## src/core/strap_pkg.sv

```systemverilog
// Shared constants and types for the configuration strap decoder.
package strap_pkg;

   // Strap layout.
   localparam int STRAP_W       = 5;
   localparam int ADDR_MODE_BIT = 4;
   localparam int STYLE_LSB     = 2;
   localparam int RATIO_LSB     = 0;
   localparam int CODE_W        = 2;

   // Host address pins.
   localparam int HOST_ADDR_W     = 16;
   localparam int DIRECT_ADDR_W   = 16;
   localparam int INDIRECT_ADDR_W = 1;

   // Column data path.
   localparam int WORD_W   = 32;
   localparam int NIBBLE_W = 4;
   localparam int NIBBLES  = WORD_W / NIBBLE_W;
   localparam int CNT_W    = 4;

   // Column shift clock period in input clocks, and its half.
   localparam int DIV_4  = 4;
   localparam int DIV_8  = 8;
   localparam int DIV_16 = 16;
   localparam logic [CNT_W-1:0] HALF_4  = CNT_W'(DIV_4 / 2);
   localparam logic [CNT_W-1:0] HALF_8  = CNT_W'(DIV_8 / 2);
   localparam logic [CNT_W-1:0] HALF_16 = CNT_W'(DIV_16 / 2);

   typedef enum logic [CODE_W-1:0] {
      STYLE_GENERIC        = 2'h0,
      STYLE_RESERVED       = 2'h1,
      STYLE_ENABLE_CLOCKED = 2'h2,
      STYLE_STROBE_ACK     = 2'h3
   } bus_style_t;

   typedef enum logic [CODE_W-1:0] {
      RATIO_4        = 2'h0,
      RATIO_8        = 2'h1,
      RATIO_16       = 2'h2,
      RATIO_RESERVED = 2'h3
   } shift_ratio_t;

   // Wishbone register map.
   localparam int             WB_ADR_W       = 8;
   localparam int             WB_DAT_W       = 32;
   localparam int             WB_SEL_W       = 4;
   localparam logic [7:0]     REG_STATUS     = 8'h00;
   localparam logic [7:0]     REG_CTRL       = 8'h04;
   localparam logic [7:0]     REG_DATA       = 8'h08;
   localparam logic [7:0]     REG_HOST_INDEX = 8'h0c;
   localparam logic [31:0]    CTRL_RESET     = 32'h0000_0000;
   localparam logic [31:0]    DATA_RESET     = 32'h0000_0000;
   localparam int             CTRL_ENABLE    = 0;

   // Status bit positions.
   localparam int ST_RATIO_LSB = 0;
   localparam int ST_STYLE_LSB = 2;
   localparam int ST_INDIRECT  = 4;
   localparam int ST_VALID     = 5;
   localparam int ST_BUSY      = 6;
   localparam int ST_PENDING   = 7;
   localparam int ST_STYLE_RES = 8;
   localparam int ST_RATIO_RES = 9;
   localparam int ST_UNSUPP    = 10;

endpackage

```

## src/core/column_link_if.sv

```systemverilog
// Link between the strap decoder and the column shifter.
`timescale 1ns/10ps
interface column_link_if;
   logic                                          load;
   logic                  [strap_pkg::WORD_W-1:0] word;
   strap_pkg::shift_ratio_t                       ratio;
   logic                                          busy;
   logic                                          sclk;
   logic                [strap_pkg::NIBBLE_W-1:0] nibble;

   modport ctrl (output load, output word, output ratio,
                 input busy, input sclk, input nibble);
   modport shifter (input load, input word, input ratio,
                    output busy, output sclk, output nibble);
endinterface

```

## src/core/host_bus_config_strap_decoder.sv

```systemverilog
// Configuration strap decoder with Wishbone registers and column data output.
// Notes on behaviour
// [RQ1] Strap low direct, high indirect addressing.
// [RQ2] Two-bit strap selects host bus style.
// [RQ3] Ratio strap sets column shift clock period.
// [RQ4] Straps resampled continuously, no reset needed.
// [RQ5] Straps tied firmly to supply or ground.
// [RQ6] External clock used: crystal input held low.
// [RQ7] Crystal used: external clock input held low.
// [RQ8] External clock used: crystal output left open.
// [RQ9] Column nibble valid at each shift falling edge.
// [RQ10] Indirect decodes address LSB only; direct all.
// [RQ11] Reserved codes, enable-clocked direct flagged invalid.
`timescale 1ns/10ps
module host_bus_config_strap_decoder (
   // System.
   input  wire logic                                   clk_i,
   input  wire logic                                   rst_i,
   // Wishbone slave.
   input  wire logic                                   wb_cyc_i,
   input  wire logic                                   wb_stb_i,
   input  wire logic                                   wb_we_i,
   input  wire logic         [strap_pkg::WB_ADR_W-1:0] wb_adr_i,
   input  wire logic         [strap_pkg::WB_SEL_W-1:0] wb_sel_i,
   input  wire logic         [strap_pkg::WB_DAT_W-1:0] wb_dat_i,
   output logic              [strap_pkg::WB_DAT_W-1:0] wb_dat_o,
   output logic                                        wb_ack_o,
   // Straps and host address pins.
   input  wire logic          [strap_pkg::STRAP_W-1:0] config_straps_i,
   input  wire logic      [strap_pkg::HOST_ADDR_W-2:0] host_addr_upper_i,
   input  wire logic                                   host_addr_lsb_i,
   // Decoded configuration.
   output logic                                        addressing_indirect_o,
   output strap_pkg::bus_style_t                       bus_style_o,
   output strap_pkg::shift_ratio_t                     shift_ratio_o,
   output logic                                        config_valid_o,
   output logic           [strap_pkg::HOST_ADDR_W-1:0] host_reg_index_o,
   // Panel column interface.
   output logic                                        column_shift_clock_o,
   output logic              [strap_pkg::NIBBLE_W-1:0] column_data_out_o
);
   logic [strap_pkg::STRAP_W-1:0]     straps_s;
   logic [strap_pkg::HOST_ADDR_W-1:0] addr_s;

   // Decoded strap state.
   logic                              indirect_reg;
   logic                              indirect_next;
   strap_pkg::bus_style_t             style_reg;
   strap_pkg::bus_style_t             style_next;
   strap_pkg::shift_ratio_t           ratio_reg;
   strap_pkg::shift_ratio_t           ratio_next;
   logic                              style_res_reg;
   logic                              style_res_next;
   logic                              ratio_res_reg;
   logic                              ratio_res_next;
   logic                              unsupp_reg;
   logic                              unsupp_next;
   logic                              valid_reg;
   logic                              valid_next;
   logic [strap_pkg::HOST_ADDR_W-1:0] index_reg;
   logic [strap_pkg::HOST_ADDR_W-1:0] index_next;

   // Bus and transfer state.
   logic                              ack_reg;
   logic                              ack_next;
   logic [strap_pkg::WB_DAT_W-1:0]    dat_reg;
   logic [strap_pkg::WB_DAT_W-1:0]    dat_next;
   logic [strap_pkg::WB_DAT_W-1:0]    ctrl_reg;
   logic [strap_pkg::WB_DAT_W-1:0]    ctrl_next;
   logic [strap_pkg::WB_DAT_W-1:0]    data_reg;
   logic [strap_pkg::WB_DAT_W-1:0]    data_next;
   logic                              pending_reg;
   logic                              pending_next;
   logic                              load_reg;
   logic                              load_next;
   logic                              hit;
   logic                              accept;
   logic [strap_pkg::WB_DAT_W-1:0]    status;

   column_link_if link ();

   // Pins are asynchronous to clk_i and pass two flip-flops first.
   strap_sync #(
      .WIDTH (strap_pkg::STRAP_W)
   ) u_strap_sync (
      .clk_i (clk_i),
      .rst_i (rst_i),
      .d_i   (config_straps_i),
      .q_o   (straps_s)
   );

   strap_sync #(
      .WIDTH (strap_pkg::HOST_ADDR_W)
   ) u_addr_sync (
      .clk_i (clk_i),
      .rst_i (rst_i),
      .d_i   ({host_addr_upper_i, host_addr_lsb_i}),
      .q_o   (addr_s)
   );

   column_shifter u_shifter (
      .clk_i (clk_i),
      .rst_i (rst_i),
      .link  (link.shifter)
   );

   // Straps are decoded every cycle, so a changed strap takes effect without a reset.
   always_comb begin
      indirect_next  = straps_s[strap_pkg::ADDR_MODE_BIT]; // [RQ1] [RQ4]
      style_next     = strap_pkg::bus_style_t'(straps_s[strap_pkg::STYLE_LSB +: 2]); // [RQ2]
      ratio_next     = strap_pkg::shift_ratio_t'(straps_s[strap_pkg::RATIO_LSB +: 2]); // [RQ3]
      style_res_next = (style_next == strap_pkg::STYLE_RESERVED); // [RQ11]
      ratio_res_next = (ratio_next == strap_pkg::RATIO_RESERVED); // [RQ11]
      unsupp_next    = (style_next == strap_pkg::STYLE_ENABLE_CLOCKED) && !indirect_next; // [RQ11]
      valid_next     = !(style_res_next || ratio_res_next || unsupp_next); // [RQ11]
      if (indirect_next) begin
         index_next = {{(strap_pkg::HOST_ADDR_W-1){1'b0}}, addr_s[0]}; // [RQ10] [RQ1]
      end else begin
         index_next = addr_s; // [RQ10] [RQ1]
      end
   end

   always_ff @(posedge clk_i) begin
      if (rst_i) begin
         indirect_reg  <= 1'b0;
         style_reg     <= strap_pkg::STYLE_GENERIC;
         ratio_reg     <= strap_pkg::RATIO_4;
         style_res_reg <= 1'b0;
         ratio_res_reg <= 1'b0;
         unsupp_reg    <= 1'b0;
         valid_reg     <= 1'b0;
         index_reg     <= '0;
      end else begin
         indirect_reg  <= indirect_next;
         style_reg     <= style_next;
         ratio_reg     <= ratio_next;
         style_res_reg <= style_res_next;
         ratio_res_reg <= ratio_res_next;
         unsupp_reg    <= unsupp_next;
         valid_reg     <= valid_next;
         index_reg     <= index_next;
      end
   end

   always_comb begin
      status = '0;
      status[strap_pkg::ST_RATIO_LSB +: 2] = ratio_reg;
      status[strap_pkg::ST_STYLE_LSB +: 2] = style_reg;
      status[strap_pkg::ST_INDIRECT]       = indirect_reg;
      status[strap_pkg::ST_VALID]          = valid_reg;
      status[strap_pkg::ST_BUSY]           = link.busy;
      status[strap_pkg::ST_PENDING]        = pending_reg;
      status[strap_pkg::ST_STYLE_RES]      = style_res_reg;
      status[strap_pkg::ST_RATIO_RES]      = ratio_res_reg;
      status[strap_pkg::ST_UNSUPP]         = unsupp_reg;
   end

   // Invalid straps hold the word back rather than shift at an undefined rate.
   assign hit    = wb_cyc_i && wb_stb_i && !ack_reg;
   assign accept = pending_reg && ctrl_reg[strap_pkg::CTRL_ENABLE] && valid_reg // [RQ11]
                   && !link.busy && !load_reg;

   always_comb begin
      ack_next     = hit;
      dat_next     = '0;
      ctrl_next    = ctrl_reg;
      data_next    = data_reg;
      pending_next = pending_reg;
      load_next    = accept;
      if (accept) begin
         pending_next = 1'b0;
      end
      if (hit && !wb_we_i) begin
         unique case (wb_adr_i)
            strap_pkg::REG_STATUS:     dat_next = status;
            strap_pkg::REG_CTRL:       dat_next = ctrl_reg;
            strap_pkg::REG_DATA:       dat_next = data_reg;
            strap_pkg::REG_HOST_INDEX: dat_next = 32'(index_reg);
            default:                   dat_next = '0;
         endcase
      end
      if (hit && wb_we_i) begin
         for (int b = 0; b < strap_pkg::WB_SEL_W; b++) begin
            if (wb_sel_i[b] && wb_adr_i == strap_pkg::REG_CTRL) begin
               ctrl_next[b*8 +: 8] = wb_dat_i[b*8 +: 8];
            end
            if (wb_sel_i[b] && wb_adr_i == strap_pkg::REG_DATA) begin
               data_next[b*8 +: 8] = wb_dat_i[b*8 +: 8];
            end
         end
         // A new word wins over the hand-off clearing the pending flag.
         if (wb_adr_i == strap_pkg::REG_DATA) begin
            pending_next = 1'b1;
         end
      end
   end

   always_ff @(posedge clk_i) begin
      if (rst_i) begin
         ack_reg     <= 1'b0;
         dat_reg     <= '0;
         ctrl_reg    <= strap_pkg::CTRL_RESET;
         data_reg    <= strap_pkg::DATA_RESET;
         pending_reg <= 1'b0;
         load_reg    <= 1'b0;
      end else begin
         ack_reg     <= ack_next;
         dat_reg     <= dat_next;
         ctrl_reg    <= ctrl_next;
         data_reg    <= data_next;
         pending_reg <= pending_next;
         load_reg    <= load_next;
      end
   end

   assign link.load             = load_reg;
   assign link.word             = data_reg;
   assign link.ratio            = ratio_reg; // [RQ3]
   assign wb_ack_o              = ack_reg;
   assign wb_dat_o              = dat_reg;
   assign addressing_indirect_o = indirect_reg;
   assign bus_style_o           = style_reg;
   assign shift_ratio_o         = ratio_reg;
   assign config_valid_o        = valid_reg;
   assign host_reg_index_o      = index_reg;
   assign column_shift_clock_o  = link.sclk;
   assign column_data_out_o     = link.nibble;
endmodule

```

## src/core/strap_sync.sv

```systemverilog
// Two flip-flop synchroniser for pin inputs.
`timescale 1ns/10ps
module strap_sync #(
   parameter int WIDTH = 1
) (
   // System.
   input  wire logic             clk_i,
   input  wire logic             rst_i,
   // Data.
   input  wire logic [WIDTH-1:0] d_i,
   output logic      [WIDTH-1:0] q_o
);
   logic [WIDTH-1:0] meta_reg;
   logic [WIDTH-1:0] meta_next;
   logic [WIDTH-1:0] q_reg;
   logic [WIDTH-1:0] q_next;

   always_comb begin
      meta_next = d_i;
      q_next    = meta_reg;
   end

   always_ff @(posedge clk_i) begin
      if (rst_i) begin
         meta_reg <= '0;
         q_reg    <= '0;
      end else begin
         meta_reg <= meta_next;
         q_reg    <= q_next;
      end
   end

   assign q_o = q_reg;
endmodule

```

## src/core/column_shifter.sv

```systemverilog
// Serialises a word into nibbles clocked by the column shift clock.
`timescale 1ns/10ps
module column_shifter (
   // System.
   input  wire logic  clk_i,
   input  wire logic  rst_i,
   // Link to the decoder.
   column_link_if.shifter link
);
   typedef enum logic [1:0] {IDLE, HIGH, LOW} state_t;

   state_t                                state_reg;
   state_t                                state_next;
   logic [strap_pkg::WORD_W-1:0]          word_reg;
   logic [strap_pkg::WORD_W-1:0]          word_next;
   logic [strap_pkg::CNT_W-1:0]           cnt_reg;
   logic [strap_pkg::CNT_W-1:0]           cnt_next;
   logic [strap_pkg::CNT_W-1:0]           half_reg;
   logic [strap_pkg::CNT_W-1:0]           half_next;
   logic [strap_pkg::CNT_W-1:0]           left_reg;
   logic [strap_pkg::CNT_W-1:0]           left_next;
   logic                                  sclk_reg;
   logic                                  sclk_next;
   logic [strap_pkg::CNT_W-1:0]           hi_len_reg;
   logic [strap_pkg::CNT_W-1:0]           hi_len_next;

   always_comb begin
      state_next = state_reg;
      word_next  = word_reg;
      cnt_next   = cnt_reg;
      half_next  = half_reg;
      left_next  = left_reg;
      sclk_next  = sclk_reg;
      hi_len_next = sclk_reg ? hi_len_reg + 4'h1 : 4'h0;
      unique case (state_reg)
         IDLE: begin
            if (link.load) begin
               // The ratio is taken per word; a strap change applies to the next one.
               unique case (link.ratio)
                  strap_pkg::RATIO_4:  half_next = strap_pkg::HALF_4;  // [RQ3]
                  strap_pkg::RATIO_8:  half_next = strap_pkg::HALF_8;  // [RQ3]
                  default:             half_next = strap_pkg::HALF_16; // [RQ3]
               endcase
               word_next  = link.word;
               cnt_next   = half_next - 4'h1;
               left_next  = 4'(strap_pkg::NIBBLES - 1);
               sclk_next  = 1'b1;
               state_next = HIGH;
            end
         end
         HIGH: begin
            if (cnt_reg == 4'h0) begin
               sclk_next  = 1'b0;
               cnt_next   = half_reg - 4'h1;
               state_next = LOW;
            end else begin
               cnt_next = cnt_reg - 4'h1;
            end
         end
         LOW: begin
            if (cnt_reg != 4'h0) begin
               cnt_next = cnt_reg - 4'h1;
            end else if (left_reg == 4'h0) begin
               state_next = IDLE;
            end else begin
               // New nibble goes out with the rising edge, a half period before capture.
               word_next  = word_reg >> strap_pkg::NIBBLE_W; // [RQ9]
               left_next  = left_reg - 4'h1;
               cnt_next   = half_reg - 4'h1;
               sclk_next  = 1'b1;
               state_next = HIGH;
            end
         end
         default: state_next = IDLE;
      endcase
   end

   always_ff @(posedge clk_i) begin
      if (rst_i) begin
         state_reg  <= IDLE;
         word_reg   <= '0;
         cnt_reg    <= '0;
         half_reg   <= strap_pkg::HALF_4;
         left_reg   <= '0;
         sclk_reg   <= 1'b0;
         hi_len_reg <= '0;
      end else begin
         state_reg  <= state_next;
         word_reg   <= word_next;
         cnt_reg    <= cnt_next;
         half_reg   <= half_next;
         left_reg   <= left_next;
         sclk_reg   <= sclk_next;
         hi_len_reg <= hi_len_next;
      end
   end

   assign link.busy   = (state_reg != IDLE);
   assign link.sclk   = sclk_reg;
   assign link.nibble = word_reg[strap_pkg::NIBBLE_W-1:0];
endmodule

```

## config.mk

```make
export PLATFORM = sky130hd
export DESIGN_NAME = host_bus_config_strap_decoder
export DESIGN_NICKNAME = d
export VERILOG_FILES = /design/src/core/strap_pkg.sv /design/src/core/column_link_if.sv /design/src/core/host_bus_config_strap_decoder.sv /design/src/core/strap_sync.sv /design/src/core/column_shifter.sv
export SDC_FILE = /design/constraint.sdc
export NUM_CORES = 1
export LEC_CHECK = 0
export ABC_AREA = 1
export BUFFER_PORTS_ARGS = -buffer_cell sky130_fd_sc_hd__buf_2
export CORE_MARGIN = 2
export CORE_UTILIZATION = 59
export CTS_CLUSTER_DIAMETER = 40
export CTS_CLUSTER_SIZE = 30
export DETAILED_ROUTE_END_ITERATION = 16
export HOLD_SLACK_MARGIN = 0.12
export MAX_ROUTING_LAYER = met4
export PLACE_DENSITY = 0.92
export SLEW_MARGIN = 5
export SYNTH_ARGS = -nofsm -noshare
export SYNTH_HDL_FRONTEND = slang
export SYNTH_HIERARCHICAL = 1
export SYNTH_SLANG_ARGS = --single-unit
```

## constraint.sdc

```tcl
create_clock -name clk_i -period 4.7 [get_ports clk_i]
set_input_delay 0.94 -clock clk_i [delete_from_list [all_inputs] [get_ports clk_i]]
set_output_delay 0.94 -clock clk_i [all_outputs]
set_load 0.05 [all_outputs]
```

==> results.sh, run 1 <==
export IMPL_crit_family="simple AND/OR/NAND/NOR gates"
export IMPL_die_area_um2=16300
export IMPL_port_buffer_count=129
export IMPL_core_area_um2=15100
export IMPL_cp_slowest_stage_delay_ps=840
export IMPL_hpwl_mm=14.1
export IMPL_syn_inst=1245
export IMPL_drv_slew=0
export IMPL_synth_top_family_by_area="simple AND/OR/NAND/NOR gates"
export IMPL_clock_path_buffers=3
export IMPL_ys_warn_count=6
export IMPL_vdd_drop_max_mv=0.316
export IMPL_synthSimpleGateAreaFrac_pct=34.4
export IMPL_htreeDepth=1
export IMPL_cts_inserted_buffers=23
export IMPL_synth_area_um2=9010
export IMPL_cp_arrival_ps=2790
export IMPL_grt_ovfl_total=0
export IMPL_tightestPinTransition_ps=1080
export IMPL_slew_headroom_pct=27.9
export IMPL_synth_nets=1326
export IMPL_antenna_found_initial=0
export IMPL_finalCritPeriodShare_pct=50.1
export IMPL_path_clk_slew_ps=80
export IMPL_yosysSeqAreaShare_pct=47.1
export IMPL_synth_mux_area_share_pct=0
export IMPL_path_common_cell="nor2_1"
export IMPL_hold_buffers=0
export IMPL_synth_seq_cells=212
export IMPL_start_util_pct=59.7
export IMPL_dpl_cell_area_um2=9480
export IMPL_crit_fanout=23
export IMPL_p_int_uw=3280
export IMPL_design_area_um2=10300
export IMPL_first_pass_iters=8
export IMPL_dieHeight_um=128
export IMPL_pwr_share_clk_pct=38.2
export IMPL_drive_above_1_share_pct=15.8
export IMPL_synth_async_reset_ratio_pct=0
export IMPL_cts_root_buf="clkbuf_16"
export IMPL_drt_total_wl_mm=21.6
export IMPL_final_nets=1417
export IMPL_cts_sinks=212
export IMPL_drt_iter0_drc=920
export IMPL_rows=45
export IMPL_start_kind="input pin"
export IMPL_hold_violations=0
export IMPL_drc=0
export IMPL_pwr_share_seq_pct=40.9
export IMPL_setup_violations=0
export IMPL_die_w_um=128
export IMPL_via_count=8199
export IMPL_p_leak_uw=0.00494
export IMPL_tritoncts="done"
export IMPL_end_kind="flip-flop"
export IMPL_path_buf_inv=1
export IMPL_status="completed"
export IMPL_vias_per_cell=5.34
export IMPL_gp_congestion=0.872
export IMPL_p_comb_share_pct=20.9
export IMPL_ys_flop_type="dfxtp_1"
export IMPL_cts_resized=0
export IMPL_rsz0062_at_grt="no"
export IMPL_cap_violations=0
export IMPL_synth_fa_ha_area_share_pct=1.53
export IMPL_p_sw_uw=1650
export IMPL_routedWlPerCell_um=14.1
export IMPL_min_period_ps=2360
export IMPL_min_path_type="flip-flop to flip-flop"
export IMPL_post_cts_buffers=0
export IMPL_ys_types=36
export IMPL_path_cells="buf_2, nand3_1, nor2_2, nand2_1, nor2_8, nor2_1, nor2_1"
export IMPL_syn_avg_cell_area_um2=7.24
export IMPL_insertion_delay_ps=510
export IMPL_area_growth_pct=14.1
export IMPL_fmax_mhz=424
export IMPL_first_global_vias=7441
export IMPL_synth_edf_count=0
export IMPL_grt_pass1_wl_mm=35.1
export IMPL_switching_share_pct=33.5
export IMPL_power_density_nw_per_um2=480
export IMPL_grt_max_degree=49
export IMPL_cp_required_ps=5130
export IMPL_antennaDiodeCount=0
export IMPL_io_pins=130
export IMPL_fin_setup_tns_ps=0
export IMPL_synth_xor_area_share_pct=0.0972
export IMPL_crit_slowest_cell="nor2_2"
export IMPL_grt_use_total_pct=26.9
export IMPL_crit_type="input pin to flip-flop"
export IMPL_synth_compound_area_share_pct=6.02
export IMPL_postRouteAntennaNets=0
export IMPL_clock_skew_ps=27.3
[cell usage after synthesis (2+ instances only)]
master / n / area (µm²)
nor2_4: 6 / 67.6
nor2_1: 267 / 1000
o21ai_1: 14 / 70.1
buf_6: 14 / 158
nand2_1: 268 / 1010
nor2_2: 11 / 68.8
nand4_1: 32 / 200
nand2_4: 3 / 33.8
clkbuf_1: 4 / 15.0
dfxtp_1: 212 / 4240
buf_4: 17 / 128
buf_2: 29 / 145
inv_1: 132 / 495
inv_2: 3 / 11.3
nor2_8: 4 / 80.1
nor3_1: 3 / 15.0
ha_1: 11 / 138
a21oi_1: 64 / 320
nand2_2: 5 / 31.3
nand3_1: 106 / 531
o21ai_0: 19 / 95.1
or2_2: 2 / 12.5
buf_1: 6 / 22.5
[layer usage]
layer  share of wire, %  global-route usage, %  wire length (µm)
met1                 40                   32.8              8640
met5                  0                      -                 0
met2                 50                   45.8             10700
met4                2.3                   7.82               497
met3                8.1                   4.94              1750
[kinds of logic (layout without fill, tap and decap cells)]
logic type      after synthesis  after routing
compound gates              103            103
xor+xnor                      1              1
fa+ha+maj                    11             11
buf+inv                     206            309
flops                       212            212
simple gates                712            712
[path summary, 6_finish.rpt]
path                                                             to  cells after the start                           startpoint  slack [ps]
worst min-delay path                 u_strap_sync/q_o[1]$_SDFF_PP0_                      2  u_strap_sync/meta_reg[1]$_SDFF_PP0_         400
worst max register to register  u_shifter/word_reg[13]$_SDFFE_PP0P_                      8  u_shifter/state_reg[0]$_SDFFE_PP0P_        2370
worst max-delay path                      ctrl_reg[16]$_SDFFE_PP0P_                      7                             wb_stb_i        2340
worst min register to register       u_strap_sync/q_o[1]$_SDFF_PP0_                      2  u_strap_sync/meta_reg[1]$_SDFF_PP0_         400
[worst min-delay path: cells and delay by family, from the launching register on]
kind / cells / cell delay, ps
simple gates: 1 / 30
flops: 1 / 300
buf+inv: 1 / 40
[layout make-up]
| cell class | count | area [µm²] |
|---|---|---|
| timing repair buffer | 136 | 698 |
| clock buffer | 24 | 579 |
| fill | 1135 | 4810 |
| inverter | 136 | 512 |
| multi-input combinational | 827 | 3790 |
| sequential | 212 | 4240 |
| clock inverter | 13 | 221 |
| tap | 188 | 235 |
[power by group through the flow]
stage / clock (µW) / sequential [µW] / combinational (µW)
floorplan: 0 / 2070 / 880
finish: 1880 / 2020 / 1030
detailed placement: 0 / 2060 / 1010
CTS: 1890 / 2020 / 1020
global placement: 0 / 2050 / 979
global route: 1980 / 2040 / 1160
[metrics by stage]
step	power, µW	instances	util, %	hold slack (ps)	worst slack [ps]
floorplan	2950	1245	-	388	2830
global placement	3030	1499	62.8	388	2020
detailed placement	3070	1499	62.8	392	1930
CTS	4930	1536	68.2	398	2410
global route	5170	1536	68.2	405	2200
finish	4930	1536	68.2	401	2340
[placed cells by master, fill, tap and decap left out, drive strengths merged]
master	count
a21oi	66
bufinv	1
clkbuf	24
nor4	1
nand3b	1
nor3	3
o21ai	34
nand2	276
nor2	288
or2	2
xnor2	1
o21a	1
o211ai	1
and2	1
buf	136
nand3	106
a311oi	1
ha	11
inv	142
nand4	34
clkinv	6
dfxtp	212
Note: power is estimated with default switching activity, not from simulation.
==> inputs of run 2 (changes only) <==
ABC_AREA = 0   (was 1)
CORE_UTILIZATION = 51   (was 59)
PLACE_DENSITY = 0.86   (was 0.92)
clock period = 2.1 ns   (was 4.7 ns; I/O delays follow)
==> results.sh, run 2 <==
export IMPL_synth_area_leaders="dfxtp_1, mux2i_1, nand2b_1, nor2b_1, nor2_1"
export IMPL_rows=46
export IMPL_hold_ws_ps=111
export IMPL_routedWlPerCell_um=17.3
export IMPL_synth_seq_cells=212
export IMPL_fin_ws_ps=54.8
export IMPL_synth_edf_count=0
export IMPL_setup_violations=0
export IMPL_grt_max_degree=56
export IMPL_layout_cells_most_common="dfxtp_1"
export IMPL_crit_fanout=39
export IMPL_io_pins=130
export IMPL_die_w_um=132
export IMPL_first_pass_iters=5
export IMPL_core_area_um2=15900
export IMPL_insertion_delay_ps=520
export IMPL_via_count=6369
export IMPL_crit_type="flip-flop to flip-flop"
export IMPL_slew_headroom_pct=53.2
export IMPL_first_global_vias=6533
export IMPL_synth_area_um2=8360
export IMPL_drt_iter0_drc=508
export IMPL_fin_cells=1178
export IMPL_cp_arrival_ps=2470
export IMPL_drt_total_wl_mm=20.3
export IMPL_syn_inst=783
export IMPL_tightestPinTransition_ps=699
export IMPL_fmax_mhz=489
export IMPL_syn_avg_cell_area_um2=10.7
export IMPL_finalPower_uw=11000
export IMPL_clock_skew_ps=10.4
export IMPL_drive_above_1_share_pct=25.5
export IMPL_power_density_nw_per_um2=1030
export IMPL_rrSetupSlack_ps=50
export IMPL_final_nets=1023
export IMPL_synth_top_cell_by_area="dfxtp_1"
export IMPL_status="completed"
export IMPL_min_path_type="input pin to flip-flop"
export IMPL_cp_required_ps=2530
export IMPL_grt_use_total_pct=23.5
export IMPL_finalCritPeriodShare_pct=97.4
export IMPL_gp_congestion=0.793
export IMPL_path_clk_slew_ps=60
export IMPL_antenna_found_initial=0
export IMPL_dieHeight_um=132
export IMPL_clock_path_buffers=3
export IMPL_crit_slowest_cell="dfxtp_1"
export IMPL_drv_slew=0
export IMPL_rsz0062_at_grt="yes"
export IMPL_cap_violations=0
export IMPL_grt_pass1_wl_mm=32.7
export IMPL_die_area_um2=17400
export IMPL_final_cell_mix="dfxtp_1, buf_2, nand2b_1"
export IMPL_postRouteAntennaNets=0
export IMPL_dp_cells=1109
export IMPL_start_util_pct=52.4
export IMPL_synth_top_area_share_pct=50.8
export IMPL_min_period_ps=2050
export IMPL_tritoncts="done"
export IMPL_drc=0
export IMPL_yosysSeqAreaShare_pct=50.8
export IMPL_cts_root_buf="clkbuf_16"
export IMPL_grt_ovfl_total=0
export IMPL_synth_most_common_cell="dfxtp_1"
export IMPL_synth_nets=864
export IMPL_vdd_drop_max_mv=0.746
export IMPL_p_leak_uw=0.00431
export IMPL_ys_flop_type="dfxtp_1"
export IMPL_port_buffer_count=129
export IMPL_htreeDepth=1
export IMPL_antennaDiodeCount=0
export IMPL_ys_types=48
export IMPL_cp_slowest_stage_delay_ps=410
export IMPL_end_kind="flip-flop"
export IMPL_cts_sinks=212
export IMPL_min_path_cells=2
export IMPL_path_cells="ha_2, buf_12, nor2_1, a2111oi_4, buf_6, buf_6, nor2_1, a211oi_1"
export IMPL_start_kind="flip-flop"
export IMPL_area_growth_pct=27.2
export IMPL_reg2reg_depth=8
export IMPL_pre_cts_ws_ps=-35.8
export IMPL_vias_per_cell=5.41
export IMPL_synth_async_reset_ratio_pct=0
export IMPL_ys_warn_count=6
export IMPL_hold_violations=0
export IMPL_hpwl_mm=13.1
export IMPL_netlist_top_cells_count="dfxtp_1, nand2b_1, mux2i_1, nor2_1, nor2b_1"
export IMPL_cts_inserted_buffers=27
run 2: cell types whose count changed after synthesis, moves of 26 or more:
cell      previous run  this run
nand2_1            268         5
nor2_1             267        71
inv_1              132        11
nand3_1            106         1
nand2b_1             0       100
mux2i_1              0        92
nor2b_1              0        63
a21oi_1             64         8
a211oi_1             0        33
clkbuf_1             4        36
nand4_1             32         6
run 2: layout make-up:
class                   count  area, µm²
multi-input cells         507       3850
well taps                 216        270
clock inverters            21        273
inverters                  11       41.3
flip-flops and latches    212       4250
clock buffers              28        679
fillers                  1128       5310
repair buffers            183       1270
run 2: power breakdown:
part	switching [µW]	total, µW	leakage [µW]	internal (µW)
registers	168	4450	0.00172	4290
logic	928	1720	0.00213	787
clock network	1950	4800	0.000466	2850
run 2: layer usage:
| layer | wire, µm | track usage (%) | share of wire [%] | vias to the layer above |
|---|---|---|---|---|
| li1 | - | - | - | 3044 |
| met1 | 8660 | 28.8 | 43 | 3042 |
| met5 | 0 | - | 0 | - |
| met2 | 10000 | 39.5 | 49 | 223 |
| met3 | 1130 | 4.00 | 5.6 | 60 |
| met4 | 495 | 7.37 | 2.4 | 0 |
run 2: path summary, 6_finish.rpt:
kind / startpoint / to
max: u_shifter/state_reg[1]$_SDFFE_PP0P_ / u_shifter/word_reg[9]$_SDFFE_PP0P_
min reg2reg: u_addr_sync/q_o[1]$_SDFF_PP0_ / host_reg_index_o[1]$_SDFF_PP0_
max reg2reg: u_shifter/state_reg[1]$_SDFFE_PP0P_ / u_shifter/word_reg[9]$_SDFFE_PP0P_
min: host_addr_upper_i[14] / u_addr_sync/meta_reg[15]$_SDFF_PP0_
run 2: stage by stage:
step                      utilization, %  instance area, µm²  TNS (ps)
final                               66.7               10600         0
after detailed placement            59.1                9420      -184
after floorplan                        -                8360         0
after global routing                66.7               10600      -299
after global placement              59.1                9420         0
after CTS                           66.4               10600         0
run 2: cells by family after synthesis:
logic type,Yosys count,share of synthesized area (%)
buf+inv,64,3.37
mux,110,14.9
xor+xnor,2,0.210
flops,212,50.8
fa+ha+maj,11,1.65
compound gates,85,7.73
simple gates,299,21.3
run 2: worst max-delay path, delay by kind of cell, from the launching register on:
kind                       cells  cell delay, ps
DFF                            1             410
buffers and inverters          3             630
and+or+nand+nor                2             200
adders and majority gates      1             250
AOI/OAI and AO/OA              2             460
run 2: repair_timing:
action                                  CTS  global route
setup buffers                             1             0
pin swaps                                 1             2
gates cloned                              1             1
endpoints found under the hold margin    17             0
endpoints found under the setup margin   15            35
gates resized for setup                   1             6
hold buffers                             17             0
==> inputs of run 3 (changes only) <==
RECOVER_POWER = 50   (was default)
==> results.sh, run 3 (synthesis results as in run 2) <==
export IMPL_status="completed"
export IMPL_path_cells="ha_2, buf_12, nor2_1, a2111oi_4, buf_6, buf_6, nor2_1, a211oi_1"
export IMPL_grt_ovfl_total=0
export IMPL_path_clk_slew_ps=60
export IMPL_setup_violations=0
export IMPL_min_period_ps=2030
export IMPL_cts_root_buf="clkbuf_16"
export IMPL_tritoncts="done"
export IMPL_clock_skew_ps=11.3
export IMPL_finalPower_uw=11000
export IMPL_dieHeight_um=132
export IMPL_clock_path_buffers=3
export IMPL_dp_cells=1109
export IMPL_fin_ws_ps=65.1
export IMPL_cp_slowest_stage_delay_ps=400
export IMPL_final_nets=1023
export IMPL_drt_total_wl_mm=20.4
export IMPL_grt_max_degree=56
export IMPL_met1Wirelength_mm=8.77
export IMPL_slew_headroom_pct=6.09
export IMPL_dr_wl_met2_mm=10.1
export IMPL_layout_cells_most_common="dfxtp_1"
export IMPL_grt_pass1_wl_mm=32.7
export IMPL_p_leak_uw=0.00425
export IMPL_drt_iter0_drc=434
export IMPL_rows=46
export IMPL_postRouteAntennaNets=0
export IMPL_routedWlPerCell_um=17.3
export IMPL_hpwl_mm=13.1
export IMPL_rsz0062_at_grt="yes"
export IMPL_insertion_delay_ps=520
export IMPL_area_growth_pct=26.9
export IMPL_power_density_nw_per_um2=1030
export IMPL_crit_fanout=39
export IMPL_drv_slew=0
export IMPL_vias_per_cell=5.40
export IMPL_design_area_um2=10600
export IMPL_crit_slowest_cell="dfxtp_1"
export IMPL_io_pins=130
export IMPL_vdd_drop_max_mv=0.746
export IMPL_grt_use_total_pct=23.5
export IMPL_cts_sinks=212
export IMPL_dr_wl_met3_mm=1.05
export IMPL_crit_type="flip-flop to flip-flop"
export IMPL_antenna_found_initial=0
export IMPL_die_w_um=132
export IMPL_min_path_type="input pin to flip-flop"
export IMPL_cap_violations=0
export IMPL_first_global_vias=6533
export IMPL_port_buffer_count=129
export IMPL_start_kind="flip-flop"
export IMPL_fin_cells=1178
export IMPL_n_fill_cell=1133
export IMPL_dpl_cell_area_um2=9420
export IMPL_final_cell_mix="dfxtp_1, buf_2, nand2b_1"
export IMPL_cts_inserted_buffers=27
export IMPL_gp_congestion=0.793
export IMPL_end_kind="flip-flop"
export IMPL_fmax_mhz=491
export IMPL_core_area_um2=15900
export IMPL_cp_required_ps=2530
export IMPL_htreeDepth=1
export IMPL_die_area_um2=17400
export IMPL_tightestPinTransition_ps=1410
export IMPL_hold_violations=0
export IMPL_topRoutingLayerUsed="met4"
export IMPL_start_util_pct=52.4
export IMPL_pre_cts_ws_ps=-35.8
export IMPL_drive_above_1_share_pct=24.2
export IMPL_hold_ws_ps=112
export IMPL_first_pass_iters=5
export IMPL_finalCritPeriodShare_pct=96.9
export IMPL_cp_arrival_ps=2460
export IMPL_drc=0
export IMPL_antennaDiodeCount=0
export IMPL_via_count=6358
[run 3: cell types whose count changed in the layout (fill, tap and decap cells not counted), sizes merged]
| cell | before | now |
|---|---|---|
| clkbuf | 29 | 42 |
| buf | 164 | 151 |
[run 3: critical path, delay by kind of cell, from the launching register on]
kind | cells | cell delay, ps
DFF | 1 | 400
adders and majority gates | 1 | 250
buffers and inverters | 3 | 620
AOI/OAI and AO/OA | 2 | 460
and+or+nand+nor | 2 | 200
[run 3: worst paths after layout]
check / slack (ps) / to / cells after the start / startpoint
worst max-delay path: 70 / u_shifter/word_reg[9]$_SDFFE_PP0P_ / 8 / u_shifter/state_reg[1]$_SDFFE_PP0P_
worst min-delay path: 110 / u_addr_sync/meta_reg[15]$_SDFF_PP0_ / 2 / host_addr_upper_i[14]
worst max register to register: 70 / u_shifter/word_reg[9]$_SDFFE_PP0P_ / 8 / u_shifter/state_reg[1]$_SDFFE_PP0P_
worst min register to register: 420 / host_reg_index_o[1]$_SDFF_PP0_ / 1 / u_addr_sync/q_o[1]$_SDFF_PP0_
[run 3: timing repair]
| item | 4_1_cts | 5_1_grt |
|---|---|---|
| gates resized for setup | 1 | 6 |
| endpoints found under the setup margin | 15 | 35 |
| hold buffers | 17 | 0 |
| gates cloned | 1 | 1 |
| endpoints found under the hold margin | 17 | 0 |
| buffers inserted | 1 | 0 |
| pin swaps | 1 | 2 |
[run 3: cell type report]
cell class / instances / area (µm²) / share of cell area, %
inverters: 11 / 41.3 / 0.389
multi-input cells: 507 / 3850 / 36.3
well taps: 216 / 270 / 2.55
clock buffers: 28 / 679 / 6.41
flip-flops and latches: 212 / 4250 / 40.0
clock inverters: 21 / 273 / 2.57
repair buffers: 183 / 1250 / 11.8
[run 3: metrics by stage]
| step | setup TNS, ps | utilization (%) |
|---|---|---|
| 3_3_place_gp | 0 | 59.1 |
| 4_1_cts | 0 | 66.4 |
| 2_1_floorplan | 0 | - |
| 5_1_grt | -409 | 66.5 |
| 3_5_place_dp | -184 | 59.1 |
| 6_report | 0 | 66.5 |
[run 3: routing by layer]
metal	track usage, %	up-vias
li1	-	3042
met1	28.8	3045
met2	39.5	216
met3	4.00	55
met4	7.37	0
met5	-	-
[run 3: power breakdown]
part / internal, µW / leakage (µW) / switching, µW
clock: 2850 / 0.000466 / 1950
combinational: 786 / 0.00206 / 927
sequential: 4290 / 0.00172 / 170
total: 7920 / 0.00425 / 3050
